<file path="src/verilog/ov_trip_defs.vh">
// Constants of the overvoltage trip timing stage: timing, defaults, map.
// Assumes a 200 MHz system clock and 5 ms processing cycles.
//
// Summary of operation
// Blocking input is sampled at each cycle start, before pick-up is evaluated.
// Pick-up while unblocked raises START and starts operating time calculation.
// Pick-up while blocked raises BLOCKED instead; no timing is done.
// Blocking during START drops START and runs release as on pick-up loss; START is held through nonzero release delay if delayed release is on.
// Blocking must arrive at least 5 ms before the operating delay ends.
// Instant operation raises TRIP in the same cycle as START.
// Fixed delay trips after the set delay with pick-up held, voltage ignored.
// Inverse delay is dial over (voltage ratio to the exponent minus one).
// Delay type selects fixed or inverse delay; fixed is the default.
// Fixed delay has 5 ms resolution, default 40 ms, used in fixed mode only.
// Fixed delay of zero behaves as instant; nonzero gives a delayed trip.
// Time dial has 0.01 resolution, default 0.05 s, inverse mode only.
// Inverse exponent has 0.01 resolution and defaults to 1.00.
// Release delay, 5 ms resolution, default 60 ms, holds START after drop.
// Delayed release on (default) holds START; off clears START at once.
// Reset-after-release on (default) clears timer only after full release time.
// Continue-timing on lets the operating timer advance during release.
// Time left before TRIP is reported in 5 ms steps while counting.
// Expected time in inverse mode is recomputed from present voltage.
// Ratio of voltage to pick-up is reported per phase and supervised value.
// Pick-up threshold is reported in primary volts with 0.1 V resolution.
// Pick-up needs one, two or three phases above level, per operation mode.
// Pick-up drops only below 97 % of the pick-up level.
// Timers step once per 5 ms cycle; delays are whole cycle counts.
// Inverse delay is unbounded while the voltage ratio is not above one.
`ifndef OV_TRIP_DEFS_VH
`define OV_TRIP_DEFS_VH

// Timing
`define CLK_PERIOD_NS 5
`define STEP_MS       5
`define CYCLE_CLKS    (`STEP_MS * 1000000 / `CLK_PERIOD_NS)
`define DT_DEF_MS     40
`define REL_DEF_MS    60
`define DIAL_UNIT_MS  10
`define DIAL_CYC      17'h00002

// Setting defaults (level units 0.01 % of nominal)
`define CTRL_DEF      6'h16
`define USET_DEF      16'h2904
`define DT_DEF        20'h00008
`define REL_DEF       16'h000c
`define DIAL_DEF      16'h0005
`define EXPON_DEF     16'h0064
`define UN_PRIM_DEF   16'h4e20
`define HYST_PCT      8'h61
`define PCT_FULL      8'h64
`define PRIM_DIV      32'h000003e8
`define POW_SCALE     6'h29

// Control bits
`define C_INV         0
`define C_DLYREL      1
`define C_RSTAFT      2
`define C_CONT        3
`define C_MODE_LO     4
`define C_MODE_HI     5

// Register offsets
`define A_CTRL        4'h0
`define A_USET        4'h1
`define A_DT          4'h2
`define A_DIAL        4'h3
`define A_EXPON       4'h4
`define A_REL         4'h5
`define A_UNPRIM      4'h6
`define A_STATUS      4'h8
`define A_EXPECT      4'h9
`define A_REMAIN      4'ha
`define A_RATIO0      4'hb
`define A_PRIM        4'hf

`endif

</file>
<file path="src/verilog/overvoltage_trip_timing.v">
// Trip and release timing of one overvoltage stage with its register port.
// Assumes measured values and pick-up level share units of 0.01 % nominal,
// arrive on this clock, and that the blocking input comes from a pin.
`timescale 1ns/1ps
`include "ov_trip_defs.vh"

module overvoltage_trip_timing #(
   parameter integer CYCLE_CLKS = `CYCLE_CLKS
) (
   // Clock and reset
   input  wire        clk_sys_i,
   input  wire        reset_i,
   // Register port
   input  wire [3:0]  reg_addr_i,
   input  wire [31:0] reg_wdata_i,
   input  wire        reg_wr_i,
   input  wire        reg_rd_i,
   output reg  [31:0] reg_rdata_o,
   // Measurement front end
   input  wire [15:0] meas_a_i,
   input  wire [15:0] meas_b_i,
   input  wire [15:0] meas_c_i,
   input  wire [15:0] meas_s_i,
   // Blocking matrix
   input  wire        block_i,
   // Stage outputs
   output reg         start_o,
   output reg         trip_o,
   output reg         blocked_o
);

   localparam [4:0] ST_IDLE = 5'h01;
   localparam [4:0] ST_RUN  = 5'h02;
   localparam [4:0] ST_REL  = 5'h04;
   localparam [4:0] ST_TRIP = 5'h08;
   localparam [4:0] ST_BLK  = 5'h10;
   localparam [2:0] J_INV   = 3'h4;
   localparam [2:0] J_LAST  = 3'h5;
   localparam [19:0] TICK_LAST = CYCLE_CLKS[19:0] - 20'h00001;
   localparam [19:0] CNT_MAX   = 20'hfffff;

   integer i;
   integer k;

   // Settings
   reg  [5:0]  ctrl_q;
   reg  [15:0] uset_q;
   reg  [19:0] dt_q;
   reg  [15:0] dial_q;
   reg  [15:0] expon_q;
   reg  [15:0] rel_q;
   reg  [15:0] unprim_q;

   always @(posedge clk_sys_i) begin
      if (reset_i) begin
         ctrl_q   <= `CTRL_DEF;
         uset_q   <= `USET_DEF;
         dt_q     <= `DT_DEF;
         dial_q   <= `DIAL_DEF;
         expon_q  <= `EXPON_DEF;
         rel_q    <= `REL_DEF;
         unprim_q <= `UN_PRIM_DEF;
      end else if (reg_wr_i) begin
         case (reg_addr_i)
            `A_CTRL:   ctrl_q   <= reg_wdata_i[5:0];
            `A_USET:   uset_q   <= reg_wdata_i[15:0];
            `A_DT:     dt_q     <= reg_wdata_i[19:0];
            `A_DIAL:   dial_q   <= reg_wdata_i[15:0];
            `A_EXPON:  expon_q  <= reg_wdata_i[15:0];
            `A_REL:    rel_q    <= reg_wdata_i[15:0];
            `A_UNPRIM: unprim_q <= reg_wdata_i[15:0];
            default: ;
         endcase
      end
   end

   wire       inv_mode = ctrl_q[`C_INV];
   wire [1:0] mode     = ctrl_q[`C_MODE_HI:`C_MODE_LO];
   wire [1:0] need_n   = (mode == 2'h0) ? 2'h1 : mode;

   // Processing cycle tick, then evaluation one clock later
   reg [19:0] tick_cnt_q;
   reg        tick_q;
   reg        eval_q;

   always @(posedge clk_sys_i) begin
      if (reset_i) begin
         tick_cnt_q <= 20'h00000;
         tick_q     <= 1'b0;
         eval_q     <= 1'b0;
      end else begin
         eval_q <= tick_q;
         if (tick_cnt_q == TICK_LAST) begin
            tick_cnt_q <= 20'h00000;
            tick_q     <= 1'b1;
         end else begin
            tick_cnt_q <= tick_cnt_q + 20'h00001;
            tick_q     <= 1'b0;
         end
      end
   end

   // Blocking pin filter; its four clocks (20 ns) are negligible against the lead time
   reg [2:0] blk_sync_q;
   reg       blk_filt_q;
   reg       blk_cyc_q;

   always @(posedge clk_sys_i) begin
      if (reset_i) begin
         blk_sync_q <= 3'h0;
         blk_filt_q <= 1'b0;
         blk_cyc_q  <= 1'b0;
      end else begin
         blk_sync_q <= {blk_sync_q[1:0], block_i};
         if (blk_sync_q[1] == blk_sync_q[2])
            blk_filt_q <= blk_sync_q[2];
         if (tick_q)
            blk_cyc_q <= blk_filt_q;
      end
   end

   // Per-phase pick-up with hysteresis
   wire [15:0] meas_w [0:3];
   assign meas_w[0] = meas_a_i;
   assign meas_w[1] = meas_b_i;
   assign meas_w[2] = meas_c_i;
   assign meas_w[3] = meas_s_i;

   wire [23:0] drop_lvl = uset_q * `HYST_PCT;
   wire [2:0]  ph_act;

   genvar g;
   generate
      for (g = 0; g < 3; g = g + 1) begin : g_ph
         reg         act_q;
         wire [23:0] m_pct = meas_w[g] * `PCT_FULL;
         always @(posedge clk_sys_i) begin
            if (reset_i)
               act_q <= 1'b0;
            else if (tick_q) begin
               if (meas_w[g] > uset_q)
                  act_q <= 1'b1;
               else if (m_pct < drop_lvl)
                  act_q <= 1'b0;
            end
         end
         assign ph_act[g] = act_q;
      end
   endgenerate

   wire [1:0] ph_n = {1'b0, ph_act[0]} + {1'b0, ph_act[1]} + {1'b0, ph_act[2]};
   wire       pu   = (ph_n >= need_n);

   // Shared divider results
   reg [15:0] ratio_q [0:3];
   reg [19:0] inv_t_q;
   reg        inv_inf_q;
   reg [31:0] prim_q;

   // Inverse characteristic: log2, scale by exponent, exp2
   reg [15:0] rmax;
   reg [3:0]  lead;
   reg [15:0] norm;
   always @* begin
      rmax = ratio_q[0];
      if (ratio_q[1] > rmax)
         rmax = ratio_q[1];
      if (ratio_q[2] > rmax)
         rmax = ratio_q[2];
      lead = 4'h0;
      for (i = 0; i < 16; i = i + 1)
         if (rmax[i])
            lead = i[3:0];
      norm = rmax << (4'hf - lead);
   end

   wire [11:0] log_q8  = {lead - 4'h8, norm[14:7]};
   wire [35:0] y_prod  = log_q8 * expon_q * `POW_SCALE;
   wire [23:0] y_q8    = y_prod[35:12];
   wire        y_big   = (y_q8[23:8] > 16'h0017);
   wire [31:0] pow_q8  = {23'h000000, 1'b1, y_q8[7:0]} << y_q8[12:8];
   wire [31:0] den     = y_big ? 32'hffffffff : pow_q8 - 32'h00000100;
   wire        inv_inf = (rmax <= 16'h0100) | (den == 32'h00000000);
   wire [31:0] inv_dvd = {7'h00, dial_q * `DIAL_CYC, 8'h00};

   // Sequential divider, one job after another each cycle
   reg        run_q;
   reg [2:0]  job_q;
   reg [4:0]  step_q;
   reg [31:0] quo_q;
   reg [31:0] dvs_q;
   reg [31:0] div_rem_q;
   reg [31:0] ld_dvd;
   reg [31:0] ld_dvs;

   wire [2:0]  job_sel = tick_q ? 3'h0 : job_q + 3'h1;
   wire [32:0] div_sh  = {div_rem_q, quo_q[31]};
   wire        div_ge  = (div_sh >= {1'b0, dvs_q});
   wire [32:0] div_sub = div_sh - {1'b0, dvs_q};
   wire [31:0] quo_n   = {quo_q[30:0], div_ge};
   wire [15:0] quo_sat = (quo_n[31:16] != 16'h0000) ? 16'hffff : quo_n[15:0];

   always @* begin
      case (job_sel)
         J_INV: begin
            ld_dvd = inv_dvd;
            ld_dvs = den;
         end
         J_LAST: begin
            ld_dvd = uset_q * unprim_q;
            ld_dvs = `PRIM_DIV;
         end
         default: begin
            ld_dvd = {8'h00, meas_w[job_sel[1:0]], 8'h00};
            ld_dvs = {16'h0000, uset_q};
         end
      endcase
   end

   always @(posedge clk_sys_i) begin
      if (reset_i) begin
         run_q     <= 1'b0;
         job_q     <= 3'h0;
         step_q    <= 5'h00;
         quo_q     <= 32'h00000000;
         dvs_q     <= 32'h00000000;
         div_rem_q <= 32'h00000000;
         for (k = 0; k < 4; k = k + 1)
            ratio_q[k] <= 16'h0000;
         inv_t_q   <= CNT_MAX;
         inv_inf_q <= 1'b1;
         prim_q    <= 32'h00000000;
      end else if (tick_q || (run_q && step_q == 5'h1f && job_q != J_LAST)) begin
         if (!tick_q) begin
            if (job_q == J_INV) begin
               inv_t_q   <= (quo_n[31:20] != 12'h000) ? CNT_MAX : quo_n[19:0];
               inv_inf_q <= inv_inf;
            end else
               ratio_q[job_q[1:0]] <= quo_sat;
         end
         run_q     <= 1'b1;
         job_q     <= job_sel;
         step_q    <= 5'h00;
         quo_q     <= ld_dvd;
         dvs_q     <= ld_dvs;
         div_rem_q <= 32'h00000000;
      end else if (run_q) begin
         quo_q     <= quo_n;
         div_rem_q <= div_ge ? div_sub[31:0] : div_sh[31:0];
         step_q    <= step_q + 5'h01;
         if (step_q == 5'h1f) begin
            run_q  <= 1'b0;
            prim_q <= quo_n;
         end
      end
   end

   // Trip and release sequence
   reg [4:0]  st_q;
   reg [19:0] op_q;
   reg [15:0] relc_q;
   reg [4:0]  st_d;
   reg [19:0] op_d;
   reg [15:0] relc_d;

   wire        blk     = blk_cyc_q;
   wire [19:0] tgt     = inv_mode ? inv_t_q : dt_q;
   wire        no_tgt  = inv_mode & inv_inf_q;
   wire        instant = !inv_mode && dt_q == 20'h00000;
   wire [19:0] op_inc  = (op_q == CNT_MAX) ? op_q : op_q + 20'h00001;
   wire        hit     = !no_tgt && op_inc >= tgt;

   always @* begin
      st_d   = st_q;
      op_d   = op_q;
      relc_d = relc_q;
      if (eval_q) begin
         case (st_q)
            ST_IDLE: begin
               op_d = 20'h00000;
               if (pu && blk)
                  st_d = ST_BLK;
               else if (pu)
                  st_d = instant ? ST_TRIP : ST_RUN;
            end
            ST_RUN: begin
               if (!pu || blk) begin
                  relc_d = 16'h0000;
                  if (!ctrl_q[`C_RSTAFT])
                     op_d = 20'h00000;
                  st_d = (rel_q == 16'h0000) ? ST_IDLE : ST_REL;
               end else begin
                  op_d = op_inc;
                  if (hit)
                     st_d = ST_TRIP;
               end
            end
            ST_REL: begin
               if (pu && !blk) begin
                  st_d = ST_RUN;
               end else begin
                  relc_d = relc_q + 16'h0001;
                  if (ctrl_q[`C_CONT])
                     op_d = op_inc;
                  if (relc_d >= rel_q) begin
                     st_d = ST_IDLE;
                     op_d = 20'h00000;
                  end
               end
            end
            ST_TRIP: begin
               if (!pu || blk) begin
                  st_d = ST_IDLE;
                  op_d = 20'h00000;
               end
            end
            ST_BLK: begin
               if (!pu || !blk)
                  st_d = ST_IDLE;
            end
            default: begin
               st_d = ST_IDLE;
               op_d = 20'h00000;
            end
         endcase
      end
   end

   // Reported times, in 5 ms steps
   reg [19:0] expect_q;
   reg [19:0] remain_q;

   always @(posedge clk_sys_i) begin
      if (reset_i) begin
         st_q      <= ST_IDLE;
         op_q      <= 20'h00000;
         relc_q    <= 16'h0000;
         start_o   <= 1'b0;
         trip_o    <= 1'b0;
         blocked_o <= 1'b0;
         expect_q  <= 20'h00000;
         remain_q  <= 20'h00000;
      end else begin
         st_q      <= st_d;
         op_q      <= op_d;
         relc_q    <= relc_d;
         start_o   <= (st_d == ST_RUN) || (st_d == ST_TRIP) ||
                      (st_d == ST_REL && ctrl_q[`C_DLYREL]);
         trip_o    <= (st_d == ST_TRIP);
         blocked_o <= (st_d == ST_BLK);
         if (eval_q) begin
            expect_q <= no_tgt ? CNT_MAX : tgt;
            // Release without continued timing is not counting down
            if ((st_d == ST_RUN || (st_d == ST_REL && ctrl_q[`C_CONT])) &&
                !no_tgt && tgt > op_d)
               remain_q <= tgt - op_d;
            else
               remain_q <= 20'h00000;
         end
      end
   end

   // Register reads; ratios converted from Q8 to 0.01 steps
   wire [3:0]  ridx  = reg_addr_i - `A_RATIO0;
   wire [23:0] r_pct = ratio_q[ridx[1:0]] * `PCT_FULL;

   always @(posedge clk_sys_i) begin
      if (reset_i)
         reg_rdata_o <= 32'h00000000;
      else if (reg_rd_i) begin
         case (reg_addr_i)
            `A_CTRL:   reg_rdata_o <= {26'h0000000, ctrl_q};
            `A_USET:   reg_rdata_o <= {16'h0000, uset_q};
            `A_DT:     reg_rdata_o <= {12'h000, dt_q};
            `A_DIAL:   reg_rdata_o <= {16'h0000, dial_q};
            `A_EXPON:  reg_rdata_o <= {16'h0000, expon_q};
            `A_REL:    reg_rdata_o <= {16'h0000, rel_q};
            `A_UNPRIM: reg_rdata_o <= {16'h0000, unprim_q};
            `A_STATUS: reg_rdata_o <= {26'h0000000, inv_inf_q, pu, blk_cyc_q,
                                       blocked_o, trip_o, start_o};
            `A_EXPECT: reg_rdata_o <= {12'h000, expect_q};
            `A_REMAIN: reg_rdata_o <= {12'h000, remain_q};
            4'hb, 4'hc, 4'hd, 4'he:
                       reg_rdata_o <= {16'h0000, r_pct[23:8]};
            `A_PRIM:   reg_rdata_o <= prim_q;
            default:   reg_rdata_o <= 32'h00000000;
         endcase
      end else
         reg_rdata_o <= 32'h00000000;
   end

endmodule // overvoltage_trip_timing

</file>
<file path="config.mk">
export PLATFORM = sky130hd
export DESIGN_NAME = overvoltage_trip_timing
export DESIGN_NICKNAME = d
export VERILOG_FILES = /design/src/verilog/overvoltage_trip_timing.v
export VERILOG_INCLUDE_DIRS = /design/src /design/src/verilog
export SDC_FILE = /design/constraint.sdc
export NUM_CORES = 2
export LEC_CHECK = 0
export BUFFER_PORTS_ARGS = -buffer_cell sky130_fd_sc_hd__clkbuf_2
export CAP_MARGIN = 5
export CORE_MARGIN = 5
export CORE_UTILIZATION = 63
export CTS_CLUSTER_DIAMETER = 200
export CTS_CLUSTER_SIZE = 8
export DETAILED_ROUTE_END_ITERATION = 6
export PLACE_DENSITY = 0.84
export SKIP_LAST_GASP = 1
export SYNTH_ARGS = -nofsm -noshare
export SYNTH_HDL_FRONTEND = slang
export SYNTH_SLANG_ARGS = --single-unit
</file>
<file path="constraint.sdc">
create_clock -name clk_sys_i -period 22.4 [get_ports clk_sys_i]
set_clock_uncertainty 0.2 [all_clocks]
set_input_delay 4.48 -clock clk_sys_i [delete_from_list [all_inputs] [get_ports clk_sys_i]]
set_output_delay 4.48 -clock clk_sys_i [all_outputs]
set_load 0.1 [all_outputs]
</file>
# [After elaboration in Yosys (flattened, before gate mapping)]
# Memories as Yosys holds them, arrays and structs flattened.
# Index checks and enable logic that the tools add are counted.
[classes] addsub=13 multipliers=8 order_cmp=16 eq_ne=33 shifts=2 muxes=78 bitwise=6 n_reduce_logical=50
[ops] operator="$pmux W32 S12" n=1
[ops] operator="$mux W20" n=12
[ops] operator="$mux W16" n=8
[ops] operator="$mux W32" n=4
[ops] operator="$pmux W32 S2" n=2
[ops] operator="$mul A16 B5 Y21 const B" n=4
[ops] operator="$gt A16 B16 Y1" n=5
[ops] operator="$pmux W20 S4" n=1
[ops] operator="$lt A23 B23 Y1" n=3
[ops] operator="$mux W4" n=15
[ops] operator="$mux W5" n=9
[ops] operator="$add A20 B1 Y20 const B" n=2
[ops] operator="$eq A20 B20 Y1 const B" n=2
[ops] operator="$mul A28 B6 Y34 const B" n=1
[ops] operator="$ge A33 B32 Y1" n=1
[ops] operator="$bmux W16 S2" n=1
[ops] operator="$eq A4 B4 Y1 const B" n=8
[ops] operator="$logic_not A32 Y1" n=1
[ops] operator="$mul A16 B16 Y32" n=1
[ops] operator="$pmux W16 S2" n=1
[ops] operator="$shl A9 B5 Y32" n=1
[ops] operator="$sub A32 B32 Y32" n=1
[ops] operator="$sub A32 B9 Y32 const B" n=1
[ops] operator="$mul A12 B16 Y28" n=1
[ops] operator="other kinds (54)" n=120
[totals] ff_bits=410 mem_bits_rw=64 input_bits=105 out_inout_bits=35 word_cells=241 n_memories=1
[mem_list] memory="ratio_q" depth=4 width=16 read_ports=4 rd_ports_with_merged_regs=0 write_ports=4 line="overvoltage_trip_timing.v:155" rtl="reg [15:0] ratio_q [0:3];"

# [Logic depth before layout (Yosys ltp)]
# An unclocked memory read counts as a cell.
[depth] ltp_word=29 ltp_mapped=89 depth_no_buf=79

# [Worst setup path before layout]
# No wires, ideal clock.
[synth_timing] kind="register to register" start="memory ratio_q[1][9]" end="register dvs_q[30]" setup_ns=0.069 arrival_ns=17.043 required_time_ns=22.131 setup_slack_ns=5.088 stages_incl_launch_ff=81 path_buffers=11 synth_period_minus_slack_ns=17.312 cell_sequence="edfxtp_1 -> ha_1 -> a21oi_1 -> nor3_1 -> or3_1 -> or4_1 -> buf_4 -> nand2_8 -> buf_2 -> mux2i_1 -> ha_1 -> nand2_1 -> or4_4 -> or3_1 -> clkbuf_1 -> nor3_2 -> nand3_2 -> o311a_4 -> (+45 left out) -> and3_1 -> clkbuf_1 -> buf_2 -> nor2_1 -> nand2_1 -> inv_1 -> nor2_1 -> nor2_1 -> inv_1 -> ha_1 -> o31ai_1 -> nor3b_2 -> a41oi_2 -> or4_1 -> buf_2 -> nor3_2 -> mux2_1 -> o21ai_1"
[synth_lines] item="start: declaration" line="overvoltage_trip_timing.v:155"
[synth_lines] item="end signal: assignment" line="overvoltage_trip_timing.v:245" rtl="dvs_q <= ld_dvs;"
[synth_lines] item="end: declaration" line="overvoltage_trip_timing.v:191" rtl="reg [31:0] dvs_q;"

==> flow_summary.html <==
<table>
<tr><th>Metric</th><th>Value</th></tr>
<tr><th colspan="2">Run status</th></tr>
<tr><td>Status</td><td>finished with violations</td></tr>
<tr><td>Violated checks</td><td>DRC</td></tr>
<tr><th colspan="2">STA</th></tr>
<tr><td>Setup Total Neg Slack</td><td>0 ns</td></tr>
<tr><td>Slew margin rel.</td><td>0.1742</td></tr>
<tr><td>RSZ-0062 raised after global routing</td><td>false</td></tr>
<tr><td>Final period demand of the worst path</td><td>20.24 ns</td></tr>
<tr><td>Minimum hold slack</td><td>0.2445 ns</td></tr>
<tr><td>Final Cycle Share</td><td>0.9034</td></tr>
<tr><td>Hold Violations, Final</td><td>0</td></tr>
<tr><td>Highest clock frequency the design can meet</td><td>49.41 MHz</td></tr>
<tr><td>Max-slew violations</td><td>0</td></tr>
<tr><td>Actual slew at the worst max-slew pin</td><td>1.237 ns</td></tr>
<tr><td>Total setup violations reported at the end of the flow</td><td>0</td></tr>
<tr><th colspan="2">Logic synthesis</th></tr>
<tr><td>Part of the Yosys area used for sequential elements</td><td>0.1854</td></tr>
<tr><td>Flops &amp; latches, synth</td><td>474</td></tr>
<tr><td>Primary flip-flop cell chosen by synthesis mapping</td><td>sky130_fd_sc_hd__dfxtp_1</td></tr>
<tr><td>Main area contributors after synthesis</td><td>sky130_fd_sc_hd__ha_1 18%, sky130_fd_sc_hd__dfxtp_1 15%, sky130_fd_sc_hd__fa_1 15%</td></tr>
<tr><td>Ys async rst share</td><td>0</td></tr>
<tr><td>Distinct cell type count after synthesis</td><td>119</td></tr>
<tr><td>Post-synth top area share</td><td>0.1789</td></tr>
<tr><td>Post-synthesis instance area</td><td>0.05463 sq mm</td></tr>
<tr><td>Average size of a mapped cell</td><td>8.218 sq um</td></tr>
<tr><td>Synth area leader</td><td>sky130_fd_sc_hd__ha_1</td></tr>
<tr><td>Number of standard cells after synthesis</td><td>6647</td></tr>
<tr><td>Post-synthesis net count</td><td>7941</td></tr>
<tr><td>Number of synthesized flops with an enable pin</td><td>64</td></tr>
<tr><td>Top cell types by occurrence after synthesis</td><td>921 x sky130_fd_sc_hd__inv_1, 781 x sky130_fd_sc_hd__ha_1, 777 x sky130_fd_sc_hd__nand2_1, 460 x sky130_fd_sc_hd__a21oi_1, 427 x sky130_fd_sc_hd__nor2_1</td></tr>
<tr><td>Library cell with the highest instance count after synthesis</td><td>sky130_fd_sc_hd__inv_1</td></tr>
<tr><td>Yosys synthesis warning count</td><td>0</td></tr>
<tr><th colspan="2">Worst setup path</th></tr>
<tr><td>Classification of the worst setup path</td><td>reg -&gt; reg</td></tr>
<tr><td>Highest cell delay on the worst timing path</td><td>0.87 ns</td></tr>
<tr><td>Most Frequent Cell on Critical Path</td><td>sky130_fd_sc_hd__a21oi_1</td></tr>
<tr><td>Startpoint type of the worst setup path</td><td>flip-flop</td></tr>
<tr><td>Cell with the largest stage delay on the worst path</td><td>sky130_fd_sc_hd__nor2_1</td></tr>
<tr><td>Arrival time reported for the critical path endpoint</td><td>20.57 ns</td></tr>
<tr><td>Maximum net fanout on the critical path</td><td>41</td></tr>
<tr><td>Kind of capture point of the worst setup path</td><td>flip-flop</td></tr>
<tr><td>Data required time of the critical path</td><td>22.73 ns</td></tr>
<tr><th colspan="2">Global routing</th></tr>
<tr><td>M2 GR Usage</td><td>0.5409</td></tr>
<tr><td>Global-route wire length before repair</td><td>257600 um</td></tr>
<tr><td>Met3 capacity usage during global routing</td><td>0.07791</td></tr>
<tr><td>Largest net degree at the start of global routing</td><td>85</td></tr>
<tr><td>Total congestion overflow</td><td>0</td></tr>
<tr><td>Met1 Use GR</td><td>0.4462</td></tr>
<tr><td>Total global-route track usage</td><td>0.3416</td></tr>
<tr><td>Routing layer with the top usage in global route</td><td>met2</td></tr>
<tr><td>Antenna violations before repair</td><td>6</td></tr>
<tr><td>Number of global-route vias before repair</td><td>48046</td></tr>
<tr><th colspan="2">Placement</th></tr>
<tr><td>Weighted congestion at the end of routability-driven global placement</td><td>1.001</td></tr>
<tr><td>Number of I/O port buffers</td><td>127</td></tr>
<tr><td>DPL Wire Length</td><td>124100 um</td></tr>
<tr><td>Number of instances in the placed design</td><td>7673</td></tr>
<tr><th colspan="2">Layout</th></tr>
<tr><td>Number of nets in the layout</td><td>7883</td></tr>
<tr><td>Area growth from synthesis to layout</td><td>6.141%</td></tr>
<tr><td>Filler cells</td><td>6950</td></tr>
<tr><td>Number of cells in the finished layout apart from fillers</td><td>7766</td></tr>
<tr><td>End-of-flow core utilization</td><td>0.6704</td></tr>
<tr><td>Fraction of final layout cells sized beyond drive strength 1</td><td>0.05873</td></tr>
<tr><th colspan="2">CTS</th></tr>
<tr><td>Clock latency of the later-clocked register in the worst-skew pair</td><td>0.65 ns</td></tr>
<tr><td>CTS hold repair buffers</td><td>0</td></tr>
<tr><td>Total CTS buffers</td><td>69</td></tr>
<tr><td>CTS Root Cell</td><td>sky130_fd_sc_hd__clkbuf_16</td></tr>
<tr><td>Max Buffers Root-to-Sink</td><td>3</td></tr>
<tr><td>Clock tree from TritonCTS</td><td>yes</td></tr>
<tr><td>Post-CTS repair timing setup buffer count</td><td>0</td></tr>
<tr><td>Number of H-tree branching levels</td><td>3</td></tr>
<tr><td>CTS clock-pin slew for the worst setup and hold paths</td><td>0.08 ns</td></tr>
<tr><td>Total number of clock tree sinks</td><td>474</td></tr>
<tr><td>Post-cts repair resize count</td><td>0</td></tr>
<tr><th colspan="2">Routing</th></tr>
<tr><td>Routed length per placed instance</td><td>21.02 um</td></tr>
<tr><td>DRT antenna net count</td><td>0</td></tr>
<tr><td>Via total after detailed routing</td><td>48944</td></tr>
<tr><td>DR iter-0 viols</td><td>5704</td></tr>
<tr><td>Final wirelength</td><td>163200 um</td></tr>
<tr><td>Via density per instance</td><td>6.302</td></tr>
<tr><td>Number of iterations in the first detailed-routing pass</td><td>7</td></tr>
<tr><td>DRC violations left</td><td>17</td></tr>
<tr><th colspan="2">Floorplanning</th></tr>
<tr><td>Die extent in y</td><td>304.5 um</td></tr>
<tr><td>Total die area</td><td>0.09270 sq mm</td></tr>
<tr><td># IOs</td><td>140</td></tr>
<tr><td>Initial cell density of the core</td><td>0.6317</td></tr>
<tr><td>Core region area</td><td>0.08648 sq mm</td></tr>
<tr><td>DIE WIDTH</td><td>304.5 um</td></tr>
<tr><td># rows</td><td>108</td></tr>
<tr><th colspan="2">Hold path</th></tr>
<tr><td>Class of the tightest hold or removal check</td><td>reg -&gt; reg</td></tr>
<tr><th colspan="2">Run</th></tr>
<tr><td>Reported max-cap violation count</td><td>0</td></tr>
</table>
## cell families after synthesis
| family | share of synthesized area |
|---|---|
| AND/OR/NAND/NOR | 0.1753 |
| multiplexers | 0.02545 |
| adder cells (fa/ha/maj) | 0.3284 |
| XOR/XNOR | 0.03800 |
| buffers and inverters | 0.08708 |
| flip-flops | 0.1854 |
| AO/OA/AOI/OAI | 0.1604 |
## flip-flops by register name, indices dropped and copies added (netlist names), 16 cells and up
| name | count |
|---|---|
| unprim_q | 16 |
| inv_t_q | 20 |
| div_rem_q | 32 |
| dvs_q | 32 |
| reg_rdata_o | 32 |
| op_q | 20 |
| dial_q | 16 |
| dt_q | 20 |
| expect_q | 20 |
| prim_q | 32 |
| rel_q | 16 |
| ratio_q | 64 |
| uset_q | 16 |
| remain_q | 20 |
| tick_cnt_q | 20 |
| expon_q | 16 |
| relc_q | 16 |
| quo_q | 32 |
## per-stage QoR
| step | area (sq um) | setup slack (ns) |
|---|---|---|
| after floorplan | 54630 | 5.088 |
| after global placement | 56040 | 3.085 |
| after detailed placement | 56040 | 2.779 |
| after CTS | 57970 | 2.620 |
| after global routing | 57970 | 1.192 |
| final | 57980 | 2.163 |
## layer usage
metal | vias to the layer above | wire length (um)
li1 | 22320 | -
met1 | 23212 | 62710
met2 | 2753 | 72430
met3 | 651 | 18650
met4 | 8 | 9394
met5 | - | 51
## worst paths after layout
check                     to          start  depth (start not counted)  slack (ns)
min          reg_rdata_o[22]     prim_q[22]                          1        0.24
max                dvs_q[30]  ratio_q[1][9]                         70        2.16
max reg2reg        dvs_q[30]  ratio_q[1][9]                         70        2.16
min reg2reg  reg_rdata_o[22]     prim_q[22]                          1        0.24
## cell type report
class | count | area (sq um) | area share
multi-input combinational | 4921 | 39800 | 0.6865
sequential | 474 | 10130 | 0.1748
inverter | 922 | 3461 | 0.05969
clock buffer | 81 | 1772 | 0.03056
tap | 1155 | 1445 | 0.02492
timing repair buffer | 201 | 1200 | 0.02069
clock inverter | 8 | 156.4 | 0.002697
antenna | 4 | 10.01 | 0.0001726
## critical path: cells and delay by family, from the launching register on
| family | cells | cell delay, ns |
|---|---|---|
| XOR/XNOR | 1 | 0.23 |
| flip-flops | 1 | 0.48 |
| multiplexers | 4 | 1.23 |
| adder cells (fa/ha/maj) | 12 | 4.87 |
| buffers and inverters | 7 | 0.63 |
| AND/OR/NAND/NOR | 17 | 5.99 |
| AO/OA/AOI/OAI | 29 | 6.46 |
## placed cells by master, fill, tap and decap left out, types with 108 or more instances in the layout
| master | n |
|---|---|
| sky130_fd_sc_hd__fa_1 | 408 |
| sky130_fd_sc_hd__xnor2_1 | 148 |
| sky130_fd_sc_hd__nor2_1 | 423 |
| sky130_fd_sc_hd__nand3_1 | 108 |
| sky130_fd_sc_hd__inv_1 | 921 |
| sky130_fd_sc_hd__ha_1 | 781 |
| sky130_fd_sc_hd__nor3_1 | 122 |
| sky130_fd_sc_hd__and2_1 | 186 |
| sky130_fd_sc_hd__a21oi_1 | 460 |
| sky130_fd_sc_hd__o21ai_0 | 250 |
| sky130_fd_sc_hd__dfxtp_1 | 407 |
| sky130_fd_sc_hd__clkbuf_2 | 126 |
| sky130_fd_sc_hd__nand2_1 | 777 |
Power is not shown: default switching activity piles up to over one toggle a cycle in this logic, so the estimate is an artifact.
